$ cat config.mk
export PLATFORM = sky130hd
export DESIGN_NAME = rps_sequencer
export DESIGN_NICKNAME = d
export VERILOG_FILES = /design/src/hdl/rps_sequencer.v
export VERILOG_INCLUDE_DIRS = /design/src /design/src/hdl
export SDC_FILE = /design/constraint.sdc
export NUM_CORES = 1
export LEC_CHECK = 0
export BUFFER_PORTS_ARGS = -buffer_cell sky130_fd_sc_hd__buf_2
export CORE_UTILIZATION = 46
export DETAILED_ROUTE_END_ITERATION = 12
export HOLD_SLACK_MARGIN = 0.08
export PLACE_DENSITY = 0.71
export SLEW_MARGIN = 40
export SYNTH_ARGS = -nofsm -noshare
export SYNTH_HDL_FRONTEND = slang
export SYNTH_SLANG_ARGS = --single-unit
$ cat constraint.sdc
create_clock -name clock -period 3.1 [get_ports clock]
set_input_delay 0.465 -clock clock [delete_from_list [all_inputs] [get_ports clock]]
set_output_delay 0.465 -clock clock [all_outputs]
set_load 0.1 [all_outputs]
$ cat src/hdl/rps_consts.vh
// constants for the receiver reset and power sequencer
// assumes a 100 MHz core clock and a synchronous active-high reset
// Overview of operation
// RQ1 - power-on low: regulators off, power-down
// RQ2 - power-on rise: digital regulators, bias, reset
// RQ3 - analog regulator on only while RF active
// RQ4 - brownout below threshold forces full reset
// RQ5 - interrupt output low while in brownout band
// RQ6 - recovery: high pulse, then hold reset
// RQ7 - reset exit: status all ones, interrupt low
// RQ8 - after reset start in sleep, accept commands
// RQ9 - first status read releases interrupt high
// RQ10 - sleep or polling off: oscillator low power
// RQ11 - wake: oscillator settle, analog, then ready
// RQ12 - combined reset, held by duration counter
// RQ13 - settle and startup waits are counters
`ifndef RPS_CONSTS_VH
`define RPS_CONSTS_VH
`define RPS_CLK_MHZ 100
`define RPS_RESET_NS 1000
`define RPS_RESET_CYC ((`RPS_RESET_NS * `RPS_CLK_MHZ + 999) / 1000)
`define RPS_PULSE_CYC 4
`define RPS_CNT_W 16
`define RPS_STATUS_ONES 8'hff
`define RPS_OSC_SETTLE_DEF 16'h0100
`define RPS_RF_START_DEF 16'h0080
`define RPS_ST_OFF 3'h0
`define RPS_ST_PULSE 3'h1
`define RPS_ST_RESET 3'h2
`define RPS_ST_SLEEP 3'h3
`define RPS_ST_SETTLE 3'h4
`define RPS_ST_START 3'h5
`define RPS_ST_READY 3'h6
`endif

$ cat src/hdl/rps_sequencer.v
// reset, brownout and sleep/wake sequencing for the receiver core
// assumes power-on pin, brownout flags and commands synchronous to clock
`timescale 1ns/1ns
`include "rps_consts.vh"
module rps_sequencer #(
   parameter [`RPS_CNT_W-1:0] OSC_SETTLE_CYC = `RPS_OSC_SETTLE_DEF,
   parameter [`RPS_CNT_W-1:0] RF_START_CYC = `RPS_RF_START_DEF
)(
   input wire clock,
   input wire sys_rst,
   input wire clkEn,
   input wire powerOn,
   input wire brownoutLow,
   input wire belowFunctional,
   input wire wakeRequest,
   input wire sleepRequest,
   input wire pollingOffPhase,
   input wire statusRead,
   input wire [7:0] clearMask0,
   input wire [7:0] clearMask1,
   input wire [7:0] eventSet0,
   input wire [7:0] eventSet1,
   output reg [7:0] irqStatus0,
   output reg [7:0] irqStatus1,
   output reg interruptOut_n,
   output reg digitalRegEn,
   output reg biasEn,
   output reg analogRegEn,
   output reg rfSynthEn,
   output reg oscLowPower,
   output reg loadCapsOn,
   output reg rxReady,
   output reg coreReset,
   output wire cmdAccept
);
   localparam [`RPS_CNT_W-1:0] RESET_CYC = `RPS_RESET_CYC;
   localparam [`RPS_CNT_W-1:0] PULSE_CYC = `RPS_PULSE_CYC;
   reg [2:0] state;
   reg [2:0] next_state;
   reg [`RPS_CNT_W-1:0] count;
   reg [`RPS_CNT_W-1:0] next_count;
   reg powerOnPrev;
   reg firstReadPending;
   reg inBrownout;
   wire powerRise;
   wire countDone;
   wire enteringSleep;
   assign powerRise = powerOn & ~powerOnPrev; // RQ2
   assign countDone = (count == {`RPS_CNT_W{1'b0}});
   // commands only honoured once the core is out of reset
   assign cmdAccept = (state == `RPS_ST_SLEEP) ||
      (state == `RPS_ST_SETTLE) || (state == `RPS_ST_START) ||
      (state == `RPS_ST_READY); // RQ8
   assign enteringSleep = (state == `RPS_ST_READY) &&
      (sleepRequest | pollingOffPhase);

   always @*
   begin
      next_state = state;
      next_count = countDone ? count : count - 1'b1;
      case (state)
         `RPS_ST_OFF:
         begin
            if (powerRise) // RQ2
            begin
               next_state = `RPS_ST_RESET;
               next_count = RESET_CYC; // RQ12
            end
         end
         `RPS_ST_PULSE:
         begin
            if (countDone)
            begin
               next_state = `RPS_ST_RESET; // RQ6
               next_count = RESET_CYC;
            end
         end
         `RPS_ST_RESET:
         begin
            if (countDone)
               next_state = `RPS_ST_SLEEP; // RQ8
         end
         `RPS_ST_SLEEP:
         begin
            if (wakeRequest & ~pollingOffPhase & ~sleepRequest)
            begin
               next_state = `RPS_ST_SETTLE; // RQ11
               next_count = OSC_SETTLE_CYC; // RQ13
            end
         end
         `RPS_ST_SETTLE:
         begin
            if (sleepRequest | pollingOffPhase)
               next_state = `RPS_ST_SLEEP;
            else if (countDone)
            begin
               next_state = `RPS_ST_START; // RQ11
               next_count = RF_START_CYC; // RQ13
            end
         end
         `RPS_ST_START:
         begin
            if (sleepRequest | pollingOffPhase)
               next_state = `RPS_ST_SLEEP;
            else if (countDone)
               next_state = `RPS_ST_READY; // RQ11
         end
         `RPS_ST_READY:
         begin
            if (enteringSleep)
               next_state = `RPS_ST_SLEEP; // RQ10
         end
         default:
         begin
            next_state = `RPS_ST_OFF;
         end
      endcase
      // brownout overrides every state; power-off overrides brownout
      if (inBrownout)
      begin
         next_state = brownoutLow ? `RPS_ST_RESET : `RPS_ST_PULSE; // RQ4
         next_count = brownoutLow ? RESET_CYC : PULSE_CYC; // RQ6
      end
      if (!powerOn)
         next_state = `RPS_ST_OFF; // RQ1
   end

   always @(posedge clock)
   begin
      if (sys_rst)
      begin
         state <= `RPS_ST_OFF;
         count <= {`RPS_CNT_W{1'b0}};
         powerOnPrev <= 1'b0;
         inBrownout <= 1'b0;
         firstReadPending <= 1'b0;
         irqStatus0 <= 8'h00;
         irqStatus1 <= 8'h00;
         interruptOut_n <= 1'b1;
         digitalRegEn <= 1'b0;
         biasEn <= 1'b0;
         analogRegEn <= 1'b0;
         rfSynthEn <= 1'b0;
         oscLowPower <= 1'b1;
         loadCapsOn <= 1'b0;
         rxReady <= 1'b0;
         coreReset <= 1'b1;
      end
      else if (clkEn)
      begin
         powerOnPrev <= powerOn;
         // brownout latched until supply recovers; first cycle back pulses
         inBrownout <= powerOn & brownoutLow; // RQ4
         state <= next_state;
         count <= next_count;
         digitalRegEn <= powerOn; // RQ1
         biasEn <= powerOn; // RQ1
         coreReset <= (next_state == `RPS_ST_OFF) ||
            (next_state == `RPS_ST_PULSE) ||
            (next_state == `RPS_ST_RESET); // RQ12
         analogRegEn <= (next_state == `RPS_ST_START) ||
            (next_state == `RPS_ST_READY); // RQ3
         rfSynthEn <= (next_state == `RPS_ST_START) ||
            (next_state == `RPS_ST_READY); // RQ11
         rxReady <= (next_state == `RPS_ST_READY); // RQ11
         oscLowPower <= ~((next_state == `RPS_ST_SETTLE) ||
            (next_state == `RPS_ST_START) ||
            (next_state == `RPS_ST_READY)); // RQ10
         loadCapsOn <= (next_state == `RPS_ST_SETTLE) ||
            (next_state == `RPS_ST_START) ||
            (next_state == `RPS_ST_READY); // RQ10
         if (state == `RPS_ST_RESET && next_state == `RPS_ST_SLEEP)
         begin
            irqStatus0 <= `RPS_STATUS_ONES; // RQ7
            irqStatus1 <= `RPS_STATUS_ONES; // RQ7
            interruptOut_n <= 1'b0; // RQ7
            firstReadPending <= 1'b1;
         end
         else if (next_state == `RPS_ST_PULSE)
            interruptOut_n <= 1'b1; // RQ6
         else if (brownoutLow & ~belowFunctional)
            interruptOut_n <= 1'b0; // RQ5
         else if (coreReset)
            interruptOut_n <= interruptOut_n;
         else
         begin
            // new events win over a same-cycle clear
            irqStatus0 <= (irqStatus0 & ~clearMask0) | eventSet0;
            irqStatus1 <= (irqStatus1 & ~clearMask1) | eventSet1;
            if (statusRead & firstReadPending)
            begin
               interruptOut_n <= 1'b1; // RQ9
               firstReadPending <= 1'b0;
            end
         end
      end
   end
endmodule

==> PnR_summary.wiki <==
{| class="wikitable"
! Metric !! Value
|-
| Vias || 2966
|-
| Total power consumption of the routed design || 2.04 mW
|-
| Dominant cells by area after synthesis || dfxtp_1 (33%), a21oi_1 (9.2%), nand3_1 (6.3%), nand2_1 (5.8%), o32ai_1 (5.8%)
|-
| Fin crit share || 0.928
|-
| CTS Root Cell || clkbuf_8
|-
| Gr ovfl total || 0
|-
| Max Clk Rate || 347 MHz
|-
| Maximum clock skew at final layout || 0.00685 ns
|-
| Die boundary width || 78.7 um
|-
| Class of the most critical hold timing path || in2reg
|-
| DRC || 0
|-
| Final setup violation count || 0
|-
| Final HPWL from detailed placement || 5.28 mm
|-
| Commonest cells in the netlist || a21oi_1 (50), dfxtp_1 (44), nand2_1 (42)
|-
| Leakage || 1.29 nW
|-
| Startpoint-to-endpoint class of the critical path || reg2reg
|-
| Count of TritonRoute iterations in the first routing pass || 4
|-
| Arrival time worst endpoint || 3.04 ns
|-
| Vertical die dimension || 78.7 um
|-
| Total Wirelength || 7.58 mm
|-
| Post_cts resized || 0
|-
| Final GP Congestion || 0.869
|-
| Postcts setup bufs || 0
|-
| Post-Route Hold Slack || 0.452 ns
|-
| Largest fanout on the critical path || 17
|-
| Max Buffers Root-to-Sink || 2
|-
| Share of post-route cells with drive strength above 1 || 0.234
|-
| Commonest register cell after synthesis || dfxtp_1
|-
| Number of global-route vias before repair || 2790
|-
| Sort of element at the start of the critical path || flop
|-
| Simple-gate portion of the synthesized area || 0.258
|-
| Number of rows created at floorplan || 27
|-
| Outcome || completed
|-
| Diode insertion count for antenna repair || 0
|-
| Share of the synthesized area in the top cell type || 0.325
|-
| Detail Route Antenna Nets || 0
|-
| Cell with the most instances after synthesis || a21oi_1
|-
| Skew-Pair Late Insertion Delay || 0.30 ns
|-
| Transition time at the pin with the least slew margin || 0.777 ns
|-
| Initial Utilization || 0.486
|-
| Top-Level Pins || 68
|-
| Synth Area in XOR/XNOR || 0.00971
|-
| Multiplexer fraction of the synthesized cell area || 0.0116
|-
| Via-per-instance ratio || 6.05
|-
| First-pass GRT wire length || 12.5 mm
|-
| Power density relative to cell area || 638 nW/um^2
|-
| Final Max Tran Viols || 0
|-
| Unrepaired setup endpoints after global routing || false
|-
| Share of the core filled with cells in the final layout || 0.574
|-
| Mean area per synthesized cell || 7.46 um^2
|-
| Maximum VDD drop || 0.297 mV
|-
| Warnings, synthesis || 0
|-
| Largest net degree at the start of global routing || 36
|-
| Placeable core area || 5570 um^2
|-
| Reg-to-Reg Start || count[0]
|-
| Synth Register Bits || 44
|-
| Share of the yosys chip area belonging to registers || 0.325
|-
| Post-layout nets || 462
|-
| Gr usage total || 0.251
|-
| CTS tree || built
|-
| Worst-case headroom to the max-slew limit || 0.481
|-
| Final critical-path required period || 2.88 ns
|-
| Reg clk slew, reported paths || 0.09 ns
|-
| Final number of hold-violating endpoints || 0
|-
| Hold-critical path endpoint || inBrownout
|-
| Layout Cells excl Fill || 490
|-
| EDFF count, synth || 0
|-
| TritonCTS Buffers || 5
|-
| DR WL/cell || 15.5 um
|-
| Placed insts || 482
|-
| Number of cells traversed by the worst hold path || 3
|-
| Setup crit end kind || flop
|-
| Number of clock sinks || 44
|-
| Synth async-reset ratio || 0
|-
| Multi-input combinational cell area || 1620 um^2
|-
| Cell taking the most area after synthesis || dfxtp_1
|-
| Worst setup slack for register-to-register paths || 0.22 ns
|-
| Count of routing violations after the opening detailed-route iteration || 215
|-
| Post-CTS Hold Fix Bufs || 0
|-
| Syn Nets || 408
|-
| Adder-cell share of the synthesized area || 0.0139
|-
| Number of I/O port buffers || 67
|-
| Area grow syn2layout || 18.1%
|-
| H-tree Lvls || 2
|-
| Required time reported for the critical path endpoint || 3.27 ns
|-
| Compound-Gate Fraction of Synth Area || 0.304
|-
| Endpoint of the most critical register-to-register path || irqStatus1[5]
|-
| Main combinational cell family by area after synthesis || compound AO/OA/AOI/OAI gates
|-
| Number of antenna violations at the first check in global routing || 0
|-
| Maxcap violations || 0
|-
| Die outline area || 6190 um^2
|-
| Flip-flop and latch area || 881 um^2
|-
| Synth Instances || 363
|-
| Number of inserted filler cells in the final layout || 550
|-
| Launch instance of the worst min-delay path || brownoutLow
|-
| Cell area after synthesis || 2710 um^2
|-
| R2R depth || 8
|-
| Total negative slack for setup checks || 0 ns
|-
| Distinct cell type count of the synthesized netlist || 58
|}
[metrics by stage]
step / worst slack, ns / instance area, um^2
after floorplan: 0.471 / 2710
after global placement: 0.347 / 3070
after detailed placement: 0.285 / 3070
after CTS: 0.248 / 3200
after global routing: 0.0437 / 3200
final: 0.222 / 3200
[how the worst max path moves through the flow]
stage | startpoint | to | slack [ns] | depth (start not counted)
2_1_floorplan | state[2] | irqStatus0[1] | 0.47 | 9
3_3_place_gp | count[0] | irqStatus0[7] | 0.35 | 8
3_5_place_dp | count[0] | irqStatus1[5] | 0.28 | 8
4_1_cts | count[0] | irqStatus1[5] | 0.25 | 8
5_1_grt | count[0] | irqStatus0[3] | 0.04 | 8
6_report | count[0] | irqStatus1[5] | 0.22 | 8
[state kept, by name, indices dropped and copies added, names as in the netlist]
signal and count:
count 16, irqStatus0 8, irqStatus1 8, state 3, coreReset 1, firstReadPending 1, inBrownout 1, interruptOut_n 1
loadCapsOn 1, oscLowPower 1, powerOnPrev 1, rfSynthEn 1, rxReady 1
[per-layer routing]
| layer | part of all wire | track usage | vias up |
|---|---|---|---|
| met1 | 0.44 | 0.328 | 1403 |
| met5 | 0 | 0 | - |
| met2 | 0.48 | 0.421 | 102 |
| li1 | - | - | 1450 |
| met4 | 0.012 | 0.0870 | 0 |
| met3 | 0.059 | 0.0356 | 11 |
[critical path, cell delays in order, from the launching register on]
cell and delay [ns]:
dfxtp_1 0.34, inv_1 0.11, ha_1 0.19, nor4b_1 0.43
nand4b_4 0.31, or3_4 0.46, a31oi_4 0.19, a21o_1 0.52
o32ai_1 0.18
[power by group]
group | total, mW | leakage (nW) | internal [mW] | switching [mW]
Combinational | 0.857 | 0.865 | 0.297 | 0.560
Clock | 0.494 | 0.0645 | 0.285 | 0.209
Sequential | 0.690 | 0.358 | 0.625 | 0.0649
[layout make-up]
class,instances,share of cell area
Clock buffer,7,0.0301
Clock inverter,1,0.00939
Inverter,18,0.0211
Multi-Input combinational cell,271,0.507
Sequential cell,44,0.276
Tap cell,72,0.0282
Timing Repair Buffer,77,0.128
[cells in the final DEF (no fill, tap or decap), drive strengths merged, types with 4 or more instances in the layout]
cell	instances
buf	77
a21oi	50
dfxtp	44
nand2	42
nand3	34
nor2	19
inv	18
o32ai	18
o21ai	17
nor3	7
clkbuf	7
o31ai	6
nand4	5
a31oi	5
or3	5
or2	4
nor2b	4
o22ai	4
o41ai	4
[logic make-up after synthesis]
group | Yosys count
mux | 3
compound gates | 125
xor+xnor | 3
flops | 44
buf+inv | 48
fa+ha+maj | 3
simple gates | 137
Note: power is estimated with default switching activity, not from simulation.
